### src/verilog/ecp_pkg.sv
// constants and types for the external control port logic
// Operation
// - a low on the external fault input raises the alarm condition.
// - load switches on when its input reaches the selected active level, low or high.
// - range select input held low selects the 60 V range.
// - three regulation select bits decode to six current, resistance, power, voltage modes.
// - a low on a recall input recalls preset memory A, B or C.
// - while paused, resume input low for 100 ms or longer releases the pause.
// - fault clear low clears the alarm only once every cause has gone.
// - load-active contact closes while load is on, opens when off.
// - fault contact closes while any protection alarm or external alarm is active.
// - low-range contact closes while the 30 V range is selected.
package ecp_pkg;
  // =========================================================
  // timing
  localparam int CLK_HZ = 50000000;
  localparam int RESUME_MS = 100;
  localparam int RESUME_CYCLES = (CLK_HZ / 1000) * RESUME_MS;
  localparam int NUM_FAULTS = 8;
  // =========================================================
  // regulation modes, code is {bit2, bit1, bit0}
  typedef enum logic [2:0] {
    ECP_MODE_NONE = 3'h0,
    ECP_MODE_CURRENT = 3'h1,
    ECP_MODE_RESIST = 3'h2,
    ECP_MODE_POWER = 3'h3,
    ECP_MODE_VOLTAGE = 3'h4,
    ECP_MODE_CUR_VOLT = 3'h5,
    ECP_MODE_RES_VOLT = 3'h6
  } ecp_mode_t;
  localparam logic [2:0] SEL_CURRENT = 3'h3;
  localparam logic [2:0] SEL_RESIST = 3'h5;
  localparam logic [2:0] SEL_POWER = 3'h1;
  localparam logic [2:0] SEL_VOLTAGE = 3'h6;
  localparam logic [2:0] SEL_CUR_VOLT = 3'h2;
  localparam logic [2:0] SEL_RES_VOLT = 3'h4;
  // =========================================================
  // raw pin group, all levels as seen on the connector
  typedef struct packed {
    logic external_fault_in;
    logic load_switch_in;
    logic range_select_in;
    logic regulation_sel_bit2;
    logic regulation_sel_bit1;
    logic regulation_sel_bit0;
    logic recall_slot_c_in;
    logic recall_slot_b_in;
    logic recall_slot_a_in;
    logic resume_in;
    logic fault_clear_in;
  } ecp_pins_t;
  localparam int PIN_W = 11;
  // status contacts, 1 means contact made
  typedef struct packed {
    logic load_active;
    logic fault_active;
    logic low_range;
  } ecp_contacts_t;
endpackage

### src/verilog/ecp_port.sv
// external control port logic: pin sync, decode, alarm latch, contacts
`timescale 1ns/1ps
module ecp_port #(
  parameter int RESUME_CYCLES = ecp_pkg::RESUME_CYCLES
) (
  input wire logic mclk,
  input wire logic rst_b,
  input wire ecp_pkg::ecp_pins_t pins,
  input wire logic load_active_high,
  input wire logic [ecp_pkg::NUM_FAULTS-1:0] protect_fault,
  input wire logic seq_paused,
  output logic load_on_ff,
  output logic range_60v_ff,
  output ecp_pkg::ecp_mode_t mode_ff,
  output logic [2:0] recall_pulse_ff,
  output logic resume_pulse_ff,
  output logic alarm_ff,
  output ecp_pkg::ecp_contacts_t contacts_ff
);
  // the pulse compare needs a bound minus one that is above zero
  if (RESUME_CYCLES < 2) begin : g_bad_resume
    $error("RESUME_CYCLES too small");
  end
  localparam int NUM_SLOTS = 3;
  localparam int CW = $clog2(RESUME_CYCLES + 1);
  localparam logic [CW-1:0] RES_MAX = CW'(RESUME_CYCLES);
  // =========================================================
  // two-stage synchroniser, idle high so pins read inactive, except the load switch when load_active_high is set
  logic [ecp_pkg::PIN_W-1:0] meta_ff;
  logic [ecp_pkg::PIN_W-1:0] sync_ff;
  ecp_pkg::ecp_pins_t s;
  always_ff @(posedge mclk or negedge rst_b) begin
    if (!rst_b) begin
      meta_ff <= '1;
      sync_ff <= '1;
    end else begin
      meta_ff <= pins;
      sync_ff <= meta_ff;
    end
  end
  assign s = sync_ff;
  // =========================================================
  // load switch, polarity selectable
  always_ff @(posedge mclk or negedge rst_b) begin
    if (!rst_b) begin
      load_on_ff <= 1'b0;
    end else begin
      load_on_ff <= load_active_high ? s.load_switch_in : !s.load_switch_in;
    end
  end
  always_ff @(posedge mclk or negedge rst_b) begin
    if (!rst_b) begin
      range_60v_ff <= 1'b0;
    end else begin
      range_60v_ff <= !s.range_select_in;
    end
  end
  // =========================================================
  // regulation mode decode
  logic [2:0] sel;
  ecp_pkg::ecp_mode_t nxt_mode;
  assign sel = {s.regulation_sel_bit2, s.regulation_sel_bit1, s.regulation_sel_bit0};
  always_comb begin
    case (sel)
      ecp_pkg::SEL_CURRENT: nxt_mode = ecp_pkg::ECP_MODE_CURRENT;
      ecp_pkg::SEL_RESIST: nxt_mode = ecp_pkg::ECP_MODE_RESIST;
      ecp_pkg::SEL_POWER: nxt_mode = ecp_pkg::ECP_MODE_POWER;
      ecp_pkg::SEL_VOLTAGE: nxt_mode = ecp_pkg::ECP_MODE_VOLTAGE;
      ecp_pkg::SEL_CUR_VOLT: nxt_mode = ecp_pkg::ECP_MODE_CUR_VOLT;
      ecp_pkg::SEL_RES_VOLT: nxt_mode = ecp_pkg::ECP_MODE_RES_VOLT;
      default: nxt_mode = ecp_pkg::ECP_MODE_NONE;
    endcase
  end
  always_ff @(posedge mclk or negedge rst_b) begin
    if (!rst_b) begin
      mode_ff <= ecp_pkg::ECP_MODE_NONE;
    end else begin
      mode_ff <= nxt_mode;
    end
  end
  // =========================================================
  // preset recall: one pulse on each falling edge
  logic [NUM_SLOTS-1:0] rec_low;
  logic [NUM_SLOTS-1:0] rec_prev_ff;
  assign rec_low = ~{s.recall_slot_c_in, s.recall_slot_b_in, s.recall_slot_a_in};
  // previous level resets to idle so no false edge follows reset
  for (genvar g = 0; g < NUM_SLOTS; g++) begin : g_recall
    always_ff @(posedge mclk or negedge rst_b) begin
      if (!rst_b) begin
        rec_prev_ff[g] <= 1'b0;
        recall_pulse_ff[g] <= 1'b0;
      end else begin
        rec_prev_ff[g] <= rec_low[g];
        recall_pulse_ff[g] <= rec_low[g] & ~rec_prev_ff[g];
      end
    end
  end
  // =========================================================
  // resume: count low time, fire once per hold while paused
  logic [CW-1:0] res_cnt_ff;
  always_ff @(posedge mclk or negedge rst_b) begin
    if (!rst_b) begin
      res_cnt_ff <= '0;
    end else if (s.resume_in) begin
      res_cnt_ff <= '0;
    end else if (res_cnt_ff != RES_MAX) begin
      res_cnt_ff <= res_cnt_ff + CW'(1);
    end
  end
  always_ff @(posedge mclk or negedge rst_b) begin
    if (!rst_b) begin
      resume_pulse_ff <= 1'b0;
    end else begin
      // fires on reaching the bound; a pause entered later needs a new hold
      resume_pulse_ff <= seq_paused && !s.resume_in && (res_cnt_ff == RES_MAX - CW'(1));
    end
  end
  // =========================================================
  // alarm latch: set wins over clear
  logic cause;
  assign cause = (|protect_fault) || !s.external_fault_in;
  always_ff @(posedge mclk or negedge rst_b) begin
    if (!rst_b) begin
      alarm_ff <= 1'b0;
    end else if (cause) begin
      alarm_ff <= 1'b1;
    end else if (!s.fault_clear_in) begin
      alarm_ff <= 1'b0;
    end
  end
  // =========================================================
  // relay contacts
  always_ff @(posedge mclk or negedge rst_b) begin
    if (!rst_b) begin
      contacts_ff <= '0;
    end else begin
      contacts_ff.load_active <= load_on_ff;
      contacts_ff.fault_active <= alarm_ff;
      contacts_ff.low_range <= !range_60v_ff;
    end
  end
  // =========================================================
  // checks: alarm, load and range

  ext_fault_a: assert property (@(posedge mclk) disable iff (!rst_b)
    !s.external_fault_in
    |=> alarm_ff)
    else $error("external fault did not raise alarm");

  protect_set_a: assert property (@(posedge mclk) disable iff (!rst_b)
    (|protect_fault)
    |=> alarm_ff)
    else $error("protection fault did not raise alarm");

  load_pol_a: assert property (@(posedge mclk) disable iff (!rst_b)
    1'b1
    |=> load_on_ff == ($past(load_active_high) ? $past(s.load_switch_in)
    : !$past(s.load_switch_in)))
    else $error("load state wrong for polarity");

  range_sel_a: assert property (@(posedge mclk) disable iff (!rst_b)
    !s.range_select_in
    |=> range_60v_ff)
    else $error("60 V range not selected");

  range_off_a: assert property (@(posedge mclk) disable iff (!rst_b)
    s.range_select_in
    |=> !range_60v_ff)
    else $error("60 V range held without select");

  // =========================================================
  // checks: regulation decode

  mode_current_a: assert property (@(posedge mclk) disable iff (!rst_b)
    sel == ecp_pkg::SEL_CURRENT
    |=> mode_ff == ecp_pkg::ECP_MODE_CURRENT)
    else $error("current mode decode");

  mode_resist_a: assert property (@(posedge mclk) disable iff (!rst_b)
    sel == ecp_pkg::SEL_RESIST
    |=> mode_ff == ecp_pkg::ECP_MODE_RESIST)
    else $error("resistance mode decode");

  mode_power_a: assert property (@(posedge mclk) disable iff (!rst_b)
    sel == ecp_pkg::SEL_POWER
    |=> mode_ff == ecp_pkg::ECP_MODE_POWER)
    else $error("power mode decode");

  mode_voltage_a: assert property (@(posedge mclk) disable iff (!rst_b)
    sel == ecp_pkg::SEL_VOLTAGE
    |=> mode_ff == ecp_pkg::ECP_MODE_VOLTAGE)
    else $error("voltage mode decode");

  mode_cur_volt_a: assert property (@(posedge mclk) disable iff (!rst_b)
    sel == ecp_pkg::SEL_CUR_VOLT
    |=> mode_ff == ecp_pkg::ECP_MODE_CUR_VOLT)
    else $error("current plus voltage decode");

  mode_res_volt_a: assert property (@(posedge mclk) disable iff (!rst_b)
    sel == ecp_pkg::SEL_RES_VOLT
    |=> mode_ff == ecp_pkg::ECP_MODE_RES_VOLT)
    else $error("resistance plus voltage decode");

  mode_none_a: assert property (@(posedge mclk) disable iff (!rst_b)
    sel == '0 || sel == '1
    |=> mode_ff == ecp_pkg::ECP_MODE_NONE)
    else $error("unlisted code gave a mode");

  // =========================================================
  // checks: recall and resume

  recall_edge_a: assert property (@(posedge mclk) disable iff (!rst_b)
    $fell(s.recall_slot_a_in)
    |=> recall_pulse_ff[0])
    else $error("recall a missed");

  recall_b_a: assert property (@(posedge mclk) disable iff (!rst_b)
    $fell(s.recall_slot_b_in)
    |=> recall_pulse_ff[1])
    else $error("recall b missed");

  recall_c_a: assert property (@(posedge mclk) disable iff (!rst_b)
    $fell(s.recall_slot_c_in)
    |=> recall_pulse_ff[2])
    else $error("recall c missed");

  recall_once_a: assert property (@(posedge mclk) disable iff (!rst_b)
    recall_pulse_ff[0]
    |=> !recall_pulse_ff[0])
    else $error("recall pulse longer than one cycle");

  resume_hold_a: assert property (@(posedge mclk) disable iff (!rst_b)
    resume_pulse_ff
    |-> $past(res_cnt_ff) == RES_MAX - CW'(1) && $past(seq_paused))
    else $error("resume without full hold");

  resume_idle_a: assert property (@(posedge mclk) disable iff (!rst_b)
    !seq_paused
    |=> !resume_pulse_ff)
    else $error("resume while not paused");

  resume_once_a: assert property (@(posedge mclk) disable iff (!rst_b)
    resume_pulse_ff
    |=> !resume_pulse_ff)
    else $error("resume pulse longer than one cycle");

  res_clear_a: assert property (@(posedge mclk) disable iff (!rst_b)
    s.resume_in
    |=> res_cnt_ff == '0)
    else $error("hold count not cleared");

  res_bound_a: assert property (@(posedge mclk) disable iff (!rst_b)
    1'b1
    |-> res_cnt_ff <= RES_MAX)
    else $error("hold count past bound");

  // =========================================================
  // checks: clear, contacts, sync

  clear_guard_a: assert property (@(posedge mclk) disable iff (!rst_b)
    $fell(alarm_ff)
    |-> !$past(cause) && !$past(s.fault_clear_in))
    else $error("alarm cleared with cause present");

  alarm_hold_a: assert property (@(posedge mclk) disable iff (!rst_b)
    alarm_ff && s.fault_clear_in
    |=> alarm_ff)
    else $error("alarm dropped without clear");

  load_contact_a: assert property (@(posedge mclk) disable iff (!rst_b)
    1'b1
    |=> contacts_ff.load_active == $past(load_on_ff))
    else $error("load contact");

  fault_contact_a: assert property (@(posedge mclk) disable iff (!rst_b)
    (|protect_fault)
    |=> ##1 contacts_ff.fault_active)
    else $error("fault contact");

  ext_contact_a: assert property (@(posedge mclk) disable iff (!rst_b)
    !s.external_fault_in
    |=> ##1 contacts_ff.fault_active)
    else $error("fault contact on external alarm");

  range_contact_a: assert property (@(posedge mclk) disable iff (!rst_b)
    s.range_select_in
    |=> ##1 contacts_ff.low_range)
    else $error("low range contact");

  range_open_a: assert property (@(posedge mclk) disable iff (!rst_b)
    !s.range_select_in
    |=> ##1 !contacts_ff.low_range)
    else $error("low range contact made in 60 V range");

  meta_path_a: assert property (@(posedge mclk) disable iff (!rst_b)
    1'b1
    |=> meta_ff == $past(pins))
    else $error("first sync stage broken");

  sync_path_a: assert property (@(posedge mclk) disable iff (!rst_b)
    1'b1
    |=> sync_ff == $past(meta_ff))
    else $error("sync chain broken");

  resume_c: cover property (@(posedge mclk) disable iff (!rst_b) resume_pulse_ff);
  load_c: cover property (@(posedge mclk) disable iff (!rst_b) contacts_ff.load_active);
  clear_c: cover property (@(posedge mclk) disable iff (!rst_b) $fell(alarm_ff));
  recall_c: cover property (@(posedge mclk) disable iff (!rst_b) recall_pulse_ff[2]);
  mode_c: cover property (@(posedge mclk) disable iff (!rst_b) mode_ff == ecp_pkg::ECP_MODE_POWER);
endmodule

### config.mk
export PLATFORM = sky130hd
export DESIGN_NAME = ecp_port
export DESIGN_NICKNAME = d
export VERILOG_FILES = /design/src/verilog/ecp_pkg.sv /design/src/verilog/ecp_port.sv
export SDC_FILE = /design/constraint.sdc
export NUM_CORES = 1
export LEC_CHECK = 0
export BUFFER_PORTS_ARGS = -buffer_cell sky130_fd_sc_hd__buf_2
export CORE_AREA = 2 2 67 69
export CTS_BUF_LIST = sky130_fd_sc_hd__clkbuf_8
export CTS_CLUSTER_DIAMETER = 40
export DETAILED_ROUTE_END_ITERATION = 8
export DIE_AREA = 0 0 69 71
export GPL_ROUTABILITY_DRIVEN = 0
export GPL_TIMING_DRIVEN = 1
export PLACE_DENSITY = 0.82
export SETUP_SLACK_MARGIN = 0.15
export SYNTH_ARGS = -nofsm -noshare
export SYNTH_HDL_FRONTEND = slang
export SYNTH_SLANG_ARGS = --single-unit
### constraint.sdc
create_clock -name mclk -period 2.9 [get_ports mclk]
set_input_delay 0.145 -clock mclk [delete_from_list [all_inputs] [get_ports mclk]]
set_output_delay 0.145 -clock mclk [all_outputs]
set_load 0.02 [all_outputs]
# Word-level counts from Yosys, hierarchy flattened
# Cells that the tools add are included.
totals:
  ff_bits: 61
  wordCells: 50
  ram_bits: 0
  mem_bits_ro: 0
  mem_count: 0
  latchBits: 0
classes:
  n_eq_ne: 9
  order_cmp: 0
  mux: 6
  addsub: 1
  multipliers: 0
  bitwise: 7
  shift: 0
  div_mod_pow: 0
  n_reduce_logical: 10
ops:
  columns: ["cell", "n"]
  rows:
  - ["2-to-1 mux 23 bit", 2]
  - ["adder 23 x 1 -> 23 bit (second input constant)", 1]
  - ["equality test 23 bit (second input constant)", 1]
  - ["!= test 23 bit (second input constant)", 1]
  - ["one-hot mux 3 bit (6 select lines)", 1]
  - ["equality test 3 bit (second input constant)", 3]
  - ["OR reduction 8 bit", 1]
  - ["equality test 3 x 2 -> 1 bit (second input constant)", 2]
  - ["logical NOT 1 bit", 5]
  - ["AND 1 bit", 3]
  - ["equality test 3 x 1 -> 1 bit (second input constant)", 1]
  - ["2-to-1 mux 1 bit", 3]
  - ["inverter 1 bit", 3]
  - ["inverter 3 bit", 1]
  - ["logical AND 1 bit", 2]
  - ["!= test 2 x 1 -> 1 bit (second input constant)", 1]
  - ["nonzero test 2 bit", 1]
  - ["logical OR 1 bit", 1]

# Logic depth before layout (Yosys ltp)
logic_depth:
  ltp_word: 3
  mapped_depth: 5
  mapped_depth_nobuf: 5

# Worst setup path before layout
# No wires, ideal clock.
synth_timing:
  path_type: "register to register"
  from: "register res_cnt_ff[6]"
  to: "register res_cnt_ff[18]"
  path_stages_with_launch: 6
  path_slack_ps: 1366
  setup_time_ps: 125
  period_less_slack_ps: 1534
  t_arrival_ps: 1409
  path_cell_list: "dfrtp_1 -> buf_2 -> and4_2 -> nand4_4 -> a211oi_1 -> mux2_2"
synth_between:
  elab_chain_len: 3
  elab_cells_between_ends: 5
  cone_classes: "add/sub: 1; eq/ne: 1; mux: 2; reduce/logical: 1"
synth_rtl:
  columns: ["element", "line", "text"]
  rows:
  - ["start, declared", "ecp_port.sv:100", "logic [CW-1:0] res_cnt_ff;"]
  - ["start signal, assigned", "ecp_port.sv:107", "res_cnt_ff <= res_cnt_ff + CW'(1);"]
  - ["adder 23 x 1 -> 23 bit", "ecp_port.sv:107", null]
  - ["2-to-1 mux 23 bit", "ecp_port.sv:106", "end else if (res_cnt_ff != RES_MAX) begin"]
  - ["2-to-1 mux 23 bit", "ecp_port.sv:104", "end else if (s.resume_in) begin"]
# Several ways; a longest one is shown, not always the timed one. The select of a mux whose other input is x is not followed.
# A chain may end at the register's enable or synchronous reset.

# Worst setup path in the final report
layout_timing:
  from: "register res_cnt_ff[2]"
  to: "register res_cnt_ff[18]"
# The elaborated chain is that of the path after synthesis.

==> flow_metrics.tcl <==
set metrics [dict create \
    globalRoute.totalOverflow 0 \
    cts_buffers 9 \
    die_height_um 71 \
    syn_area_um2 2390 \
    synth_top_family_by_area "simple AND/OR/NAND/NOR gates" \
    wire_per_inst_um 14.5 \
    whs_ns 0.00234 \
    leakage_uw 0.00129 \
    cts_max_path_buffers 2 \
    portBuffers 35 \
    dpl-instance-area_um2 2600 \
    clock-sinks 61 \
    detailed_place_hpwl_um 2940 \
    gr-usage-met2 0.331 \
    critPathLaunchType "flop" \
    first_global_vias 1625 \
    final-max-slew-violation-count 0 \
    ctsHtreeMaxLevel 3 \
    cp_max_fo 9 \
    r2r_setup_slk_ns 1.09 \
    detail_route_antenna_nets 0 \
    first_pass_grt_wire_length_um 7430 \
    synth.yosys.warnings 0 \
    grt_max_degree 53 \
    cts_tree "done" \
    hold_path.class "in -> reg" \
    timing.final.crit_share 0.623 \
    fmax_mhz 554 \
    clock_latency_on_the_worst_skew_pair_ns 0.33 \
    drt_iter0_markers 195 \
    floorplan.io_pins 36 \
    period_minus_slack_ns 1.81 \
    drt_first_pass_iters 6 \
    max-vdd-ir-drop_v 0.000442 \
    fin_tns_setup_ns 0 \
    post_synth_inst_count 198 \
    area_delta_synth_final_pct 22.3 \
    maxCapViolations 0 \
    detail_route.vias_per_cell 5.45 \
    power.density_cell_area_nw_per_um2 597 \
    netlist-cell-type-count 35 \
    fin_worst_skew_ns 0.00739 \
    postLayoutSetupSlackWorst_ns 1.09 \
    synth-compound-area-share 0.0503 \
    synth-edff-count 0 \
    remaining_drc_errors 0 \
    detailedPlace.worstSlack_ns 1.11 \
    dieWidth_um 69 \
    post_synth_xor_area_fraction 0.0404 \
    status "completed" \
    hold_viol_final 0 \
    synth_seq_area_share 0.651 \
    critical_path_class "reg -> reg" \
    cts.clk_slew.worst_paths_ns 0.08 \
    die_area_um2 4900 \
    floorplan.core_area_um2 4200 \
    fp-row-count 24 \
    syn-num-nets 223 \
    num_vias 1679 \
    global_route.usage.met3 0.0570 \
    finish.net_count 276 \
    yosys.area_share.simple 0.210 \
    cts_post_setup_buffers_inserted 0 \
    max-slew-margin-rel 0.279 \
    final_cell_area_um2 2920 \
    most_used_routing_layer_in_global_routing "met2" \
    worstMarginPinSlew_ns 1.08 \
    setup_repair_after_global_routing_missed_its_margin "no" \
    antenna_found_initial 0 \
    drt-total-wl_um 4460 \
    yosys_register_bits 61 \
    post_cts_resized 0 \
    post_synth_mux_area_share 0.00943 \
    setup_viol 0 \
    track_usage 0.198 \
    synthesis.area_per_instance_um2 12.1 \
    diodes 0 \
    endpoint_kind "flop" \
    synth_ff_type "sky130_fd_sc_hd__dfrtp_1" \
    postSynth.asyncResetShare 1.00 \
    layout-drive-gt1-share 0.316 \
    p_total_uw 1740 \
    synth-adder-area-share 0.0105 \
    required_worst_endpoint_ns 3.12 \
    clock_tree.root_cell "sky130_fd_sc_hd__clkbuf_8" \
    grtUsageMet1 0.231 \
    crit_arrival_ns 2.02 \
    starting_utilization_of_the_core_area 0.568 \
]
==> registers in the layout (all words and copies together) (netlist names) <==
signal / flops
mode_ff: 3
s: 11
res_cnt_ff: 23
rec_prev_ff: 3
alarm_ff: 1
meta_ff: 11
range_60v_ff: 1
load_on_ff: 1
contacts_ff: 3
recall_pulse_ff: 3
resume_pulse_ff: 1
==> power by group <==
group	switching [µW]	internal (µW)	total, µW	leakage, µW
registers	20.0	893	913	0.000739
logic	50.1	38.1	88.2	0.000458
clock network	344	399	742	0.0000918
==> path summary, 6_finish.rpt <==
path                             startpoint             end  depth (start not counted)
min in group asynchronous             rst_b  res_cnt_ff[11]                          1
hold / removal             protect_fault[3]        alarm_ff                          2
setup reg to reg              res_cnt_ff[2]  res_cnt_ff[18]                          4
max in group asynchronous             rst_b      meta_ff[8]                          2
setup / recovery              res_cnt_ff[2]  res_cnt_ff[18]                          4
hold reg to reg                  meta_ff[3]            s[3]                          0
==> cells in the final DEF, fill, tap and decap left out, types with 8 or more instances in the layout <==
| cell | n |
|---|---|
| sky130_fd_sc_hd__a21oi_1 | 12 |
| sky130_fd_sc_hd__buf_2 | 35 |
| sky130_fd_sc_hd__clkbuf_8 | 9 |
| sky130_fd_sc_hd__dfrtp_1 | 39 |
| sky130_fd_sc_hd__dfstp_2 | 22 |
| sky130_fd_sc_hd__dlygate4sd3_1 | 12 |
| sky130_fd_sc_hd__inv_1 | 9 |
| sky130_fd_sc_hd__nand2_1 | 8 |
| sky130_fd_sc_hd__nand3_1 | 9 |
| sky130_fd_sc_hd__nand4_1 | 8 |
| sky130_fd_sc_hd__nor2_1 | 23 |
| sky130_fd_sc_hd__o21ai_0 | 9 |
| sky130_fd_sc_hd__xor2_1 | 8 |
==> cells by family (layout without fill, tap and decap cells) <==
| kind of cell | Yosys count | in the layout |
|---|---|---|
| buffers and inverters | 15 | 73 |
| multiplexers | 2 | 2 |
| XOR/XNOR | 11 | 11 |
| flip-flops | 61 | 61 |
| adder cells (fa/ha/maj) | 2 | 2 |
| AND/OR/NAND/NOR | 84 | 84 |
| AO/OA/AOI/OAI | 23 | 23 |
==> critical path, cell delays in order, from the launching register on <==
cell and delay (ns):
sky130_fd_sc_hd__dfrtp_1 0.44, sky130_fd_sc_hd__and4_1 0.48, sky130_fd_sc_hd__nand4_4 0.18, sky130_fd_sc_hd__a211oi_1 0.23, sky130_fd_sc_hd__mux2_2 0.36
==> stage by stage <==
step | cells | util
after global placement | 280 | 0.618
after global routing | 308 | 0.694
after detailed placement | 280 | 0.618
final | 308 | 0.694
after floorplan | 198 | -
after CTS | 308 | 0.694
==> synth_stat cells (2+ instances only) <==
cell / count / area share
sky130_fd_sc_hd__dfrtp_1: 39 / 0.41
sky130_fd_sc_hd__nor2_1: 23 / 0.036
sky130_fd_sc_hd__dfstp_2: 22 / 0.24
sky130_fd_sc_hd__a21oi_1: 12 / 0.025
sky130_fd_sc_hd__inv_1: 9 / 0.014
sky130_fd_sc_hd__nand3_1: 9 / 0.019
sky130_fd_sc_hd__o21ai_0: 9 / 0.019
sky130_fd_sc_hd__nand2_1: 8 / 0.013
sky130_fd_sc_hd__nand4_1: 8 / 0.021
sky130_fd_sc_hd__xor2_1: 8 / 0.029
sky130_fd_sc_hd__or3_1: 7 / 0.018
sky130_fd_sc_hd__nor3_1: 4 / 0.0084
sky130_fd_sc_hd__and3_1: 3 / 0.0079
sky130_fd_sc_hd__and4_1: 3 / 0.011
sky130_fd_sc_hd__clkbuf_1: 3 / 0.0047
sky130_fd_sc_hd__nor4_1: 3 / 0.0079
sky130_fd_sc_hd__nor4bb_1: 3 / 0.013
sky130_fd_sc_hd__xnor2_1: 3 / 0.011
sky130_fd_sc_hd__and2_1: 2 / 0.0052
sky130_fd_sc_hd__ha_1: 2 / 0.010
sky130_fd_sc_hd__mux2_2: 2 / 0.0094
sky130_fd_sc_hd__nand4_4: 2 / 0.018
sky130_fd_sc_hd__or4_1: 2 / 0.0063
==> cell type report <==
class / instances / area (µm²)
Fill cell: 307 / 1280
Multi-Input combinational cell: 122 / 764
Sequential cell: 61 / 1550
Inverter: 9 / 33.8
Timing Repair Buffer: 48 / 303
Clock inverter: 7 / 75.1
Clock buffer: 9 / 124
Tap cell: 52 / 65.1
==> routing by layer <==
layer / up-vias / wire [µm]
li1: 803 / -
met1: 824 / 1820
met2: 39 / 2340
met3: 13 / 162
met4: 0 / 136
met5: - / 0
==> repair_timing <==
item / in CTS / in global routing
hold endpoints to repair: 12 / 0
setup endpoints to repair: 0 / 0
hold buffers: 12 / 0
No activity file was read; power rests on OpenSTA's default activity.
